===== src/hw/iat_pkg.sv =====
// iat_pkg: offsets, field positions, reset values and encodings of the i2c addressing block
// assumes a 32-bit axi4-lite register bus and byte addresses as offsets
package iat_pkg;
	// ------------------------------------------------------------
	// register offsets (byte addresses)
	// ------------------------------------------------------------
	localparam logic [7:0] IAT_OFF_CTRL   = 8'h00;
	localparam logic [7:0] IAT_OFF_OWN    = 8'h04;
	localparam logic [7:0] IAT_OFF_DESC   = 8'h0C;
	localparam logic [7:0] IAT_OFF_STATUS = 8'h14;
	// ------------------------------------------------------------
	// control register fields
	// ------------------------------------------------------------
	localparam int IAT_CTRL_MODE10 = 0;   // own address is 10-bit
	localparam int IAT_CTRL_FSTOP  = 15;  // force stop
	// ------------------------------------------------------------
	// own address register fields and reset values
	// ------------------------------------------------------------
	localparam int IAT_OWN_LOW_LSB   = 0;
	localparam int IAT_OWN_EXT_LSB   = 7;
	localparam int IAT_OWN_SETUP_LSB = 16;
	localparam logic [6:0]  IAT_OWN_LOW_RST   = 7'h55;
	localparam logic [2:0]  IAT_OWN_EXT_RST   = 3'h0;
	localparam logic [15:0] IAT_OWN_SETUP_RST = 16'h000F;
	// ------------------------------------------------------------
	// transaction descriptor fields
	// ------------------------------------------------------------
	localparam int IAT_DESC_DIR   = 0;
	localparam int IAT_DESC_LOW   = 1;
	localparam int IAT_DESC_EXT   = 8;
	localparam int IAT_DESC_SB    = 11;
	localparam int IAT_DESC_TYPE  = 12;
	localparam int IAT_DESC_STOP  = 14;
	localparam int IAT_DESC_LEN   = 15;
	localparam int IAT_LEN_W      = 11;
	// ------------------------------------------------------------
	// header bytes and encodings
	// ------------------------------------------------------------
	localparam logic [7:0] IAT_START_BYTE   = 8'h01;
	localparam logic [7:0] IAT_GENCALL_BYTE = 8'h00;
	localparam logic [4:0] IAT_TEN_PREFIX   = 5'h1E;
	localparam logic [1:0] IAT_RESP_OKAY    = 2'h0;
	localparam logic [1:0] IAT_RESP_SLVERR  = 2'h2;
	typedef enum logic [1:0] {
		IAT_AT_GENCALL = 2'b00,
		IAT_AT_SEVEN   = 2'b01,
		IAT_AT_TEN     = 2'b10
	} iat_addr_type;
endpackage


===== src/hw/iat_top.sv =====
// iat_top: addressing and transaction setup registers of a two-wire controller/target
// assumes an axi4-lite master on clk and a bit engine on the same clock
//
// Design decision made here: the AXI4-Lite register port.
`timescale 1ns/1ps

// What this block does
// - force stop bit makes a STOP condition
// - own 7-bit address, reset 0x55
// - extension gives upper bits in 10-bit mode
// - data setup lasts field minus one cycles
// - direction bit: zero write, one read
// - seven-bit destination address in descriptor
// - destination extension gives upper 10-bit bits
// - start-byte bit prefixes start byte procedure
// - type 00 sends general call only
// - type 01 seven-bit, 10 ten-bit address
// - stop-after bit chooses STOP or repeated START
// - length sets bytes; read NACKs last byte
module iat_top
	import iat_pkg::*;
(
	input  wire logic                 clk,
	input  wire logic                 nrst,
	// axi4-lite slave
	input  wire logic [7:0]           s_axi_awaddr,
	input  wire logic                 s_axi_awvalid,
	output logic                      s_axi_awready,
	input  wire logic [31:0]          s_axi_wdata,
	input  wire logic [3:0]           s_axi_wstrb,
	input  wire logic                 s_axi_wvalid,
	output logic                      s_axi_wready,
	output logic [1:0]                s_axi_bresp,
	output logic                      s_axi_bvalid,
	input  wire logic                 s_axi_bready,
	input  wire logic [7:0]           s_axi_araddr,
	input  wire logic                 s_axi_arvalid,
	output logic                      s_axi_arready,
	output logic [31:0]               s_axi_rdata,
	output logic [1:0]                s_axi_rresp,
	output logic                      s_axi_rvalid,
	input  wire logic                 s_axi_rready,
	// bit engine side
	input  wire logic                 hdr_ready,
	output logic [7:0]                hdr_byte,
	output logic                      hdr_valid,
	output logic                      force_stop,
	output logic                      xfer_read,
	output logic                      stop_after,
	output logic [IAT_LEN_W-1:0]      xfer_len,
	input  wire logic                 rx_byte_done,
	output logic                      nack_last,
	input  wire logic [9:0]           rx_addr,
	input  wire logic                 rx_addr_valid,
	output logic                      addr_match,
	input  wire logic                 stretch_release,
	output logic                      setup_busy
);
	// ------------------------------------------------------------
	// register state
	// ------------------------------------------------------------
	logic                 own_mode10;
	logic [6:0]           own_addr_low;
	logic [2:0]           own_addr_ext;
	logic [15:0]          target_setup_cycles;
	logic [6:0]           dest_addr_low;
	logic [2:0]           dest_addr_ext;
	logic                 start_byte_prefix;
	logic [1:0]           addr_type;
	logic                 xfer_start;
	logic [IAT_LEN_W-1:0] rx_count;
	logic [IAT_LEN_W-1:0] next_rx_count;
	logic [7:0]           aw_addr;
	logic                 aw_held;
	logic [31:0]          w_data;
	logic [3:0]           w_strb;
	logic                 w_held;
	logic                 wr_do;
	logic                 wr_hit;
	logic [31:0]          wr_word;
	logic [31:0]          rd_word;
	logic                 rd_hit;

	// ------------------------------------------------------------
	// axi write: address and data taken in either order
	// ------------------------------------------------------------
	assign wr_do = aw_held && w_held && !s_axi_bvalid;

	always_ff @(posedge clk) begin
		if (!nrst) begin
			aw_held       <= 1'b0;
			aw_addr       <= 8'h00;
			s_axi_awready <= 1'b0;
		end else if (s_axi_awvalid && s_axi_awready) begin
			aw_held       <= 1'b1;
			aw_addr       <= s_axi_awaddr;
			s_axi_awready <= 1'b0;
		end else begin
			if (wr_do) begin
				aw_held <= 1'b0;
			end
			s_axi_awready <= !aw_held && !s_axi_awready && s_axi_awvalid;
		end
	end

	always_ff @(posedge clk) begin
		if (!nrst) begin
			w_held       <= 1'b0;
			w_data       <= 32'h00000000;
			w_strb       <= 4'h0;
			s_axi_wready <= 1'b0;
		end else if (s_axi_wvalid && s_axi_wready) begin
			w_held       <= 1'b1;
			w_data       <= s_axi_wdata;
			w_strb       <= s_axi_wstrb;
			s_axi_wready <= 1'b0;
		end else begin
			if (wr_do) begin
				w_held <= 1'b0;
			end
			s_axi_wready <= !w_held && !s_axi_wready && s_axi_wvalid;
		end
	end

	// write response one cycle after both halves are held
	always_ff @(posedge clk) begin
		if (!nrst) begin
			s_axi_bvalid <= 1'b0;
			s_axi_bresp  <= IAT_RESP_OKAY;
		end else if (wr_do) begin
			s_axi_bvalid <= 1'b1;
			s_axi_bresp  <= wr_hit ? IAT_RESP_OKAY : IAT_RESP_SLVERR;
		end else if (s_axi_bready) begin
			s_axi_bvalid <= 1'b0;
		end
	end

	// ------------------------------------------------------------
	// byte-lane merge of write data with the register's current value
	// ------------------------------------------------------------
	always_comb begin
		wr_hit  = 1'b1;
		wr_word = 32'h00000000;
		case (aw_addr)
			IAT_OFF_CTRL: wr_word = {16'h0000, force_stop, 14'h0000, own_mode10};
			IAT_OFF_OWN:  wr_word = {target_setup_cycles, 6'h00, own_addr_ext, own_addr_low};
			IAT_OFF_DESC: wr_word = {6'h00, xfer_len, stop_after, addr_type, start_byte_prefix,
				dest_addr_ext, dest_addr_low, xfer_read};
			default:      wr_hit  = 1'b0;
		endcase
		for (int i = 0; i < 4; i++) begin
			if (w_strb[i]) begin
				wr_word[i*8 +: 8] = w_data[i*8 +: 8];
			end
		end
	end

	// control register: force stop held until software clears it
	always_ff @(posedge clk) begin
		if (!nrst) begin
			own_mode10 <= 1'b0;
			force_stop <= 1'b0;
		end else if (wr_do && aw_addr == IAT_OFF_CTRL) begin
			own_mode10 <= wr_word[IAT_CTRL_MODE10];
			force_stop <= wr_word[IAT_CTRL_FSTOP];
		end
	end

	// own address configuration
	always_ff @(posedge clk) begin
		if (!nrst) begin
			own_addr_low        <= IAT_OWN_LOW_RST;
			own_addr_ext        <= IAT_OWN_EXT_RST;
			target_setup_cycles <= IAT_OWN_SETUP_RST;
		end else if (wr_do && aw_addr == IAT_OFF_OWN) begin
			own_addr_low        <= wr_word[IAT_OWN_LOW_LSB +: 7];
			own_addr_ext        <= wr_word[IAT_OWN_EXT_LSB +: 3];
			target_setup_cycles <= wr_word[IAT_OWN_SETUP_LSB +: 16];
		end
	end

	// descriptor; a write to it launches the transaction header
	always_ff @(posedge clk) begin
		if (!nrst) begin
			xfer_read         <= 1'b0;
			dest_addr_low     <= 7'h00;
			dest_addr_ext     <= 3'h0;
			start_byte_prefix <= 1'b0;
			addr_type         <= 2'b00;
			stop_after        <= 1'b0;
			xfer_len          <= '0;
			xfer_start        <= 1'b0;
		end else begin
			xfer_start <= wr_do && aw_addr == IAT_OFF_DESC;
			if (wr_do && aw_addr == IAT_OFF_DESC) begin
				xfer_read         <= wr_word[IAT_DESC_DIR];
				dest_addr_low     <= wr_word[IAT_DESC_LOW +: 7];
				dest_addr_ext     <= wr_word[IAT_DESC_EXT +: 3];
				start_byte_prefix <= wr_word[IAT_DESC_SB];
				addr_type         <= wr_word[IAT_DESC_TYPE +: 2];
				stop_after        <= wr_word[IAT_DESC_STOP];
				xfer_len          <= wr_word[IAT_DESC_LEN +: IAT_LEN_W];
			end
		end
	end

	// ------------------------------------------------------------
	// axi read: one-cycle answer, unmapped reads give zero and slverr
	// ------------------------------------------------------------
	always_comb begin
		rd_hit  = 1'b1;
		rd_word = 32'h00000000;
		case (s_axi_araddr)
			IAT_OFF_CTRL:   rd_word = {16'h0000, force_stop, 14'h0000, own_mode10};
			IAT_OFF_OWN:    rd_word = {target_setup_cycles, 6'h00, own_addr_ext, own_addr_low};
			IAT_OFF_DESC:   rd_word = {6'h00, xfer_len, stop_after, addr_type,
				start_byte_prefix, dest_addr_ext, dest_addr_low, xfer_read};
			IAT_OFF_STATUS: rd_word = {5'h00, rx_count, 12'h000, addr_match, nack_last,
				setup_busy, hdr_valid};
			default:        rd_hit  = 1'b0;
		endcase
	end

	always_ff @(posedge clk) begin
		if (!nrst) begin
			s_axi_arready <= 1'b0;
			s_axi_rvalid  <= 1'b0;
			s_axi_rdata   <= 32'h00000000;
			s_axi_rresp   <= IAT_RESP_OKAY;
		end else if (s_axi_arvalid && s_axi_arready) begin
			s_axi_arready <= 1'b0;
			s_axi_rvalid  <= 1'b1;
			s_axi_rdata   <= rd_word;
			s_axi_rresp   <= rd_hit ? IAT_RESP_OKAY : IAT_RESP_SLVERR;
		end else begin
			if (s_axi_rvalid && s_axi_rready) begin
				s_axi_rvalid <= 1'b0;
			end
			s_axi_arready <= !s_axi_rvalid && !s_axi_arready && s_axi_arvalid;
		end
	end

	// ------------------------------------------------------------
	// own address match; 10-bit form puts the extension on top
	// ------------------------------------------------------------
	always_ff @(posedge clk) begin
		if (!nrst) begin
			addr_match <= 1'b0;
		end else if (rx_addr_valid) begin
			addr_match <= own_mode10 ? (rx_addr == {own_addr_ext, own_addr_low})
			                         : (rx_addr[6:0] == own_addr_low);
		end
	end

	// ------------------------------------------------------------
	// received byte count; the flag marks the byte that must be nacked
	// ------------------------------------------------------------
	assign next_rx_count = xfer_start ? '0 :
		(rx_byte_done ? rx_count + IAT_LEN_W'(1) : rx_count);

	always_ff @(posedge clk) begin
		if (!nrst) begin
			rx_count  <= '0;
			nack_last <= 1'b0;
		end else begin
			rx_count  <= next_rx_count;
			nack_last <= xfer_read && xfer_len != '0 &&
				next_rx_count == xfer_len - IAT_LEN_W'(1);
		end
	end

	// ------------------------------------------------------------
	// header bytes and setup timing
	// ------------------------------------------------------------
	iat_header_seq u_seq (
		.clk       (clk),
		.nrst      (nrst),
		.start     (xfer_start),
		.sb        (start_byte_prefix),
		.addr_type (addr_type),
		.dir       (xfer_read),
		.low       (dest_addr_low),
		.ext       (dest_addr_ext),
		.hdr_ready (hdr_ready),
		.hdr_byte  (hdr_byte),
		.hdr_valid (hdr_valid)
	);

	iat_setup_timer #(.W(16)) u_setup (
		.clk           (clk),
		.nrst          (nrst),
		.release_pulse (stretch_release),
		.setup_field   (target_setup_cycles),
		.busy          (setup_busy)
	);
endmodule


===== src/hw/iat_setup_timer.sv =====
// iat_setup_timer: counts the data setup time that follows a clock stretch
// assumes release is a one-cycle pulse on clk from the bit engine
`timescale 1ns/1ps
module iat_setup_timer
	import iat_pkg::*;
#(
	parameter int W = 16
) (
	input  wire logic         clk,
	input  wire logic         nrst,
	input  wire logic         release_pulse,
	input  wire logic [W-1:0] setup_field,
	output logic              busy
);
	logic [W-1:0] count;

	// ------------------------------------------------------------
	// countdown: field minus one cycles; 0 or 1 gives no hold
	// ------------------------------------------------------------
	always_ff @(posedge clk) begin
		if (!nrst) begin
			count <= '0;
			busy  <= 1'b0;
		end else if (release_pulse && setup_field > W'(1)) begin
			count <= setup_field - W'(2); // busy now runs field-1 cycles
			busy  <= 1'b1;
		end else if (count != '0) begin
			count <= count - W'(1);
		end else begin
			busy <= 1'b0;
		end
	end
endmodule


===== src/hw/iat_header_seq.sv =====
// iat_header_seq: emits the header bytes that open a controller transaction
// assumes the bit engine takes a byte when hdr_valid and hdr_ready are both high
`timescale 1ns/1ps
module iat_header_seq
	import iat_pkg::*;
(
	input  wire logic       clk,
	input  wire logic       nrst,
	input  wire logic       start,
	input  wire logic       sb,
	input  wire logic [1:0] addr_type,
	input  wire logic       dir,
	input  wire logic [6:0] low,
	input  wire logic [2:0] ext,
	input  wire logic       hdr_ready,
	output logic [7:0]      hdr_byte,
	output logic            hdr_valid
);
	typedef enum logic [2:0] {
		IAT_S_IDLE  = 3'b000,
		IAT_S_SBYTE = 3'b001,
		IAT_S_ADDR1 = 3'b010,
		IAT_S_ADDR2 = 3'b011
	} iat_seq_type;

	iat_seq_type state;
	logic [9:0]  addr10;
	logic [7:0]  first_byte;

	// extension sits above the low field
	assign addr10 = {ext, low};

	// ------------------------------------------------------------
	// first address byte by address type
	// ------------------------------------------------------------
	always_comb begin
		case (addr_type)
			IAT_AT_GENCALL: first_byte = IAT_GENCALL_BYTE;
			IAT_AT_TEN:     first_byte = {IAT_TEN_PREFIX, addr10[9:8], dir};
			default:        first_byte = {low, dir};
		endcase
	end

	// ------------------------------------------------------------
	// byte sequence; start is ignored while a header is under way
	// ------------------------------------------------------------
	always_ff @(posedge clk) begin
		if (!nrst) begin
			state     <= IAT_S_IDLE;
			hdr_byte  <= 8'h00;
			hdr_valid <= 1'b0;
		end else begin
			case (state)
				IAT_S_IDLE: begin
					if (start) begin
						hdr_valid <= 1'b1;
						hdr_byte  <= sb ? IAT_START_BYTE : first_byte;
						state     <= sb ? IAT_S_SBYTE : IAT_S_ADDR1;
					end
				end
				IAT_S_SBYTE: begin
					if (hdr_ready) begin
						hdr_byte <= first_byte;
						state    <= IAT_S_ADDR1;
					end
				end
				IAT_S_ADDR1: begin
					if (hdr_ready) begin
						if (addr_type == IAT_AT_TEN) begin
							hdr_byte <= addr10[7:0];
							state    <= IAT_S_ADDR2;
						end else begin
							hdr_valid <= 1'b0;
							state     <= IAT_S_IDLE;
						end
					end
				end
				IAT_S_ADDR2: begin
					if (hdr_ready) begin
						hdr_valid <= 1'b0;
						state     <= IAT_S_IDLE;
					end
				end
				default: begin
					hdr_valid <= 1'b0;
					state     <= IAT_S_IDLE;
				end
			endcase
		end
	end
endmodule


===== config.mk =====
export PLATFORM = sky130hd
export DESIGN_NAME = iat_top
export DESIGN_NICKNAME = d
export VERILOG_FILES = /design/src/hw/iat_pkg.sv /design/src/hw/iat_top.sv /design/src/hw/iat_setup_timer.sv /design/src/hw/iat_header_seq.sv
export SDC_FILE = /design/constraint.sdc
export NUM_CORES = 1
export LEC_CHECK = 0
export ABC_AREA = 0
export BUFFER_PORTS_ARGS = -buffer_cell sky130_fd_sc_hd__buf_2
export CORE_MARGIN = 1.5
export CORE_UTILIZATION = 25
export DETAILED_ROUTE_END_ITERATION = 10
export GPL_ROUTABILITY_DRIVEN = 0
export PLACE_DENSITY = 0.46
export SLEW_MARGIN = 25
export SYNTH_ARGS = -nofsm -noshare
export SYNTH_HDL_FRONTEND = slang
export SYNTH_SLANG_ARGS = --single-unit

===== constraint.sdc =====
create_clock -name clk -period 5.9 [get_ports clk]
set_input_delay 0.59 -clock clk [delete_from_list [all_inputs] [get_ports clk]]
set_output_delay 0.59 -clock clk [all_outputs]
set_load 0.1 [all_outputs]

Word level (Yosys, flattened, before mapping)
Index checks and enable logic that the tools add are counted.
{"block": "op_classes", "muxes": 43, "reduce_logical": 47, "magnitude_cmp": 1, "eq_ne": 21, "addsub": 4, "bitwise_logic": 2}
{"operator": "case mux 32 bit (4 select lines)", "count": 1}
{"operator": "case mux 32 bit (3 select lines)", "count": 1}
{"operator": "two-way mux 8 bit", "count": 9}
{"operator": "two-way mux 16 bit", "count": 2}
{"operator": "case mux 8 bit (3 select lines)", "count": 1}
{"operator": "two-way mux 11 bit", "count": 2}
{"operator": "logical AND 1 bit", "count": 18}
{"operator": "equality test 8 x 3 -> 1 bit, second input constant", "count": 2}
{"operator": "equality test 8 x 4 -> 1 bit, second input constant", "count": 2}
{"operator": "> comparator 16 x 1 -> 1 bit, second input constant", "count": 1}
{"operator": "logical NOT 8 bit", "count": 2}
{"operator": "two-way mux 1 bit", "count": 16}
{"operator": "case mux 8 bit (2 select lines)", "count": 1}
{"operator": "nonzero test 16 bit", "count": 1}
{"operator": "subtractor 16 x 1 -> 16 bit, second input constant", "count": 1}
{"operator": "subtractor 16 x 2 -> 16 bit, second input constant", "count": 1}
{"operator": "inequality test 2 bit, second input constant", "count": 7}
{"operator": "two-way mux 3 bit", "count": 4}
{"operator": "case mux 3 bit (4 select lines)", "count": 1}
{"operator": "adder 11 x 1 -> 11 bit, second input constant", "count": 1}
{"operator": "equality test 11 bit", "count": 1}
{"operator": "nonzero test 11 bit", "count": 1}
{"operator": "subtractor 11 x 1 -> 11 bit, second input constant", "count": 1}
{"operator": "equality test 10 bit", "count": 1}
{"operator": "other kinds (20)", "count": 40}
{"block": "totals", "output_inout_bits": 67, "reg_bits": 184, "input_bits": 73, "wordCells": 154}

Longest topological paths before layout
{"block": "depth", "word_depth": 5, "mapped_depth": 8, "ltp_nobuf": 8}

By module
From an unflattened synthesis, not the netlist that was laid out.
{"block": "hier_totals", "hier_cells": 1100, "area_unflattened_um2": 9086.2}
{"mod": "iat_top", "instances": 1, "area_per_inst_um2": 7013.0, "cells_each": 855, "seq_area_each_um2": 3062.9}
{"mod": "iat_setup_timer", "instances": 1, "area_per_inst_um2": 1322.5, "cells_each": 159, "seq_area_each_um2": 340.3}
{"mod": "iat_header_seq", "instances": 1, "area_per_inst_um2": 750.7, "cells_each": 86, "seq_area_each_um2": 220.2}

Least setup slack after synthesis
OpenSTA, ideal clock, no wires.
{"block": "synth_timing", "path_type": "register -> register", "from": "reg xfer_len[2]", "to": "reg nack_last", "setup_time_ps": 103, "required_ps": 5797, "path_slack_ps": 3055, "path_stages_with_launch": 8, "path_buffers": 1, "arrival_ps": 2741, "period_less_slack_ps": 2845, "cell_sequence": "dfxtp_1 -> clkbuf_1 -> nor4_1 -> nand3_1 -> xor2_1 -> xnor2_1 -> or4_4 -> a2111oi_2"}
{"block": "synth_via", "elab_chain_len": 3, "word_cells_on_any_way": 5, "classes_between": "1 x add/sub; 1 x eq/ne; 3 x reduce/logical"}
{"element": "start: declaration", "line": "iat_top.sv:50", "text": "output logic [IAT_LEN_W-1:0] xfer_len,"}
{"element": "start signal: assignment", "line": "iat_top.sv:202", "text": "xfer_len <= wr_word[IAT_DESC_LEN +: IAT_LEN_W];"}
{"element": "subtractor 11 x 1 -> 11 bit / nonzero test 11 bit (equally long branches)", "line": "iat_top.sv:268, iat_top.sv:267"}
{"element": "equality test 11 bit / logical AND 1 bit (equally long branches)", "line": "iat_top.sv:268, iat_top.sv:267"}
{"element": "logical AND 1 bit (*)", "line": "iat_top.sv:267", "text": "nack_last <= xfer_read && xfer_len != '0 &&"}
{"element": "end signal: assignment", "line": "iat_top.sv:267"}
{"element": "end: declaration", "line": "iat_top.sv:52", "text": "output logic nack_last,"}
Every way passes the cells marked *; elsewhere a longest branch is shown, timed or not.
A chain may end at the register's enable or synchronous reset.

Final worst setup path
{"block": "layout_timing", "from": "reg target_setup_cycles[1]", "to": "reg u_setup.count[13]"}
{"block": "layout_via", "elab_chain_len": 3, "word_cells_on_any_way": 5, "classes_between": "1 x add/sub; 1 x order compare; 1 x mux; 2 x reduce/logical"}
{"element": "start: declaration", "line": "iat_top.sv:65", "text": "logic [15:0] target_setup_cycles;"}
{"element": "start signal: assignment", "line": "iat_top.sv:178", "text": "target_setup_cycles <= wr_word[IAT_OWN_SETUP_LSB +: 16];"}
{"element": "> comparator 16 x 1 -> 1 bit", "line": "iat_setup_timer.sv:24", "text": "end else if (release_pulse && setup_field > W'(1)) begin"}
{"element": "logical AND 1 bit", "line": "iat_setup_timer.sv:24"}
{"element": "two-way mux 16 bit / nonzero test 2 bit (equally long branches)"}
{"element": "end signal: assignment", "line": "iat_setup_timer.sv:25", "text": "count <= setup_field - W'(2);"}
{"element": "end signal: assignment", "line": "iat_setup_timer.sv:28", "text": "count <= count - W'(1);"}
{"element": "end: declaration", "line": "iat_setup_timer.sv:15", "text": "logic [W-1:0] count;"}
Parallel ways exist; a longest one is shown, timed or not.

==> impl_metrics.ini <==
[sta]
fin_crit_sh_pct = 45.2
finClkSkew_ns = 0.0115
finalHoldViolCount = 0
slew_headroom_pct = 31.2
slew_violations = 0
rsz0062_at_grt = no
period_minus_slack_ns = 2.66
tns_ns = 0
clock.fmax_ghz = 0.375
setup_viol = 0
worstMarginPinSlew_ns = 1.03

[finish]
fin_area_mm2 = 0.0103
n_fill_cell = 3655
n_antenna_cell = 0
syn2layout_area_growth_pct = 19.2
multi_input_area_mm2 = 0.00464
nets = 1263
drive_gt1_share_pct = 17.2
ff_latch_area_mm2 = 0.00362

[clock_network]
numCtsBuffers = 17
cts_setup_buffers = 0
cts_resized = 0
cts-root-buf = clkbuf_16
clkTransAtPathRegs_ns = 0.08
cts.sinks = 181
holdBufCountCts = 0
cts_tree = yes
clockBufferDepth = 2
clk-insertion-delay-late_ns = 0.44
htree_num_levels = 4

[synthesis]
synth.ff_latch_count = 181
synth.yosys.seq_area_share_pct = 42.0
syn-instance-count = 1086
ys.flop_type = dfxtp_1
yosysWarnings = 0
synth_area_leaders = dfxtp_1 (42%), nand2_1 (7.1%), nor2_1 (6.4%)
synth_area_mm2 = 0.00863
synth_common_cells = dfxtp_1 (181), nand2_1 (163), nor2_1 (147), a21oi_1 (100), clkbuf_1 (64)
synth_top_area_cell = dfxtp_1
synth_edf_count = 0
postSynth.asyncResetShare_pct = 0
synthDistinctLibCells = 56
synth.most_common_cell = dfxtp_1
synth_top_area_share_pct = 42.0
avgSynthCellArea_um2 = 7.95

[setup_path]
worst_ep_arrival_time_ns = 3.03
start_kind = flop
cp_max_fo = 32
crit_type = reg -> reg
required_ns = 6.27
cp-end-kind = flop

[global_routing]
grt_pass1_wl_um = 44300
grt.total_usage_pct = 16.0
grt_remaining_overflow = 0
grt_antenna_before_repair = 1
first_global_vias = 7469
grt_max_degree = 71

[drt]
ant_nets = 0
wl_per_cell_um = 17.2
routed-via-count = 7824
routed_wl_um = 28300
drt_iter0_markers = 577
dr.pass1.iters = 5
drc = 0
via_per_inst = 4.77

[floorplan]
coreArea_mm2 = 0.0338
start_util_pct = 25.6
die-width_um = 189
die_y_um = 189
rows = 67
io_pins = 140
die-area_mm2 = 0.0357

[run]
max_cap_viol_count = 0

[pwr]
ir_drop_uv = 205
power.density_mw_per_mm2 = 269
p_leak_nw = 4.01

[placed_design]
hpwl_um = 20600
placed_cell_area_mm2 = 0.00968
port_buffers = 137

[hold_path]
hp-class = in -> reg

[run_status]
status = completed
## cell families (layout without fill, tap and decap cells)
family | Yosys count | count (layout) | share of synthesized area (%)
and+or+nand+nor | 465 | 465 | 24.3
xor gates and xnor gates | 54 | 54 | 5.48
adders and majority gates | 11 | 11 | 1.56
buffers and inverters | 97 | 203 | 4.46
muxes | 52 | 52 | 6.09
DFF | 181 | 181 | 42.0
other | 1 | 2 | 0.0434
AOI/OAI and AO/OA | 225 | 225 | 16.1
## flip-flops by register name, indices dropped and copies added (netlist names), 2 cells and up
register and count:
own_addr_low 7, own_addr_ext 3, xfer_len 11, dest_addr_low 7, w_data 32, w_strb 4, s_axi_rdata 32, rx_count 11
target_setup_cycles 16, u_seq.hdr_byte 8, dest_addr_ext 3, addr_type 2, u_seq.state 2, u_setup.count 16, aw_addr 8
## power breakdown
group / switching (mW) / total (mW) / internal (mW)
clock network: 0.569 / 1.18 / 0.612
logic: 0.207 / 0.304 / 0.0972
registers: 0.0289 / 1.28 / 1.25
total: 0.805 / 2.76 / 1.96
## path summary, 6_finish.rpt
check                         start           endpoint  slack (ns)  depth (start not counted)
max          target_setup_cycles[1]  u_setup.count[13]        3.24                          5
min                 s_axi_wdata[10]         w_data[10]        0.38                          3
min reg2reg         s_axi_rdata[14]    s_axi_rdata[14]        0.45                          2
max reg2reg  target_setup_cycles[1]  u_setup.count[13]        3.24                          5
## cells in the final DEF, fill, tap and decap left out, types with 17 or more instances in the layout
cell	count
a211oi_1	28
a21oi_1	100
a22oi_1	22
buf_2	137
clkbuf_16	17
dfxtp_1	181
inv_1	20
mux2i_1	48
nand2_1	163
nand3_1	27
nor2_1	147
nor3_1	55
o21ai_0	31
xnor2_1	37
xor2_1	17
## worst max-delay path, stage by stage (launching register included)
cell and delay [ns]:
dfxtp_1 0.39, or4_4 0.57, or4_4 0.52, o31a_2 0.56
or3_1 0.43, a21oi_1 0.12
## final cells by class
cell class | instances | area share (%)
multi-input cells | 809 | 45.1
flip-flops and latches | 181 | 35.2
repair buffers | 150 | 7.61
well taps | 448 | 5.45
clock buffers | 17 | 4.13
clock inverters | 15 | 1.74
inverters | 21 | 0.790
## routing by layer
| layer | track usage, % | share of wire (%) | wire (µm) | up-vias |
|---|---|---|---|---|
| met4 | 5.16 | 2.1 | 603 | 2 |
| met3 | 2.64 | 4.2 | 1200 | 33 |
| li1 | - | - | - | 3961 |
| met2 | 24.1 | 43 | 12300 | 208 |
| met5 | 0 | 0.046 | 13 | - |
| met1 | 23.1 | 50 | 14200 | 3620 |
## metrics by stage
stage | power [mW] | utilization, % | hold slack, ns | instances | setup WS [ns]
after floorplan | 1.53 | - | 0.417 | 1087 | 3.06
after global placement | 1.61 | 28.7 | 0.442 | 1609 | 3.00
after detailed placement | 1.61 | 28.7 | 0.444 | 1609 | 2.98
after CTS | 2.80 | 30.5 | 0.373 | 1641 | 3.06
after global routing | 2.88 | 30.5 | 0.377 | 1641 | 3.00
final | 2.76 | 30.5 | 0.379 | 1641 | 3.24
Power figures use the tool's default switching activity.
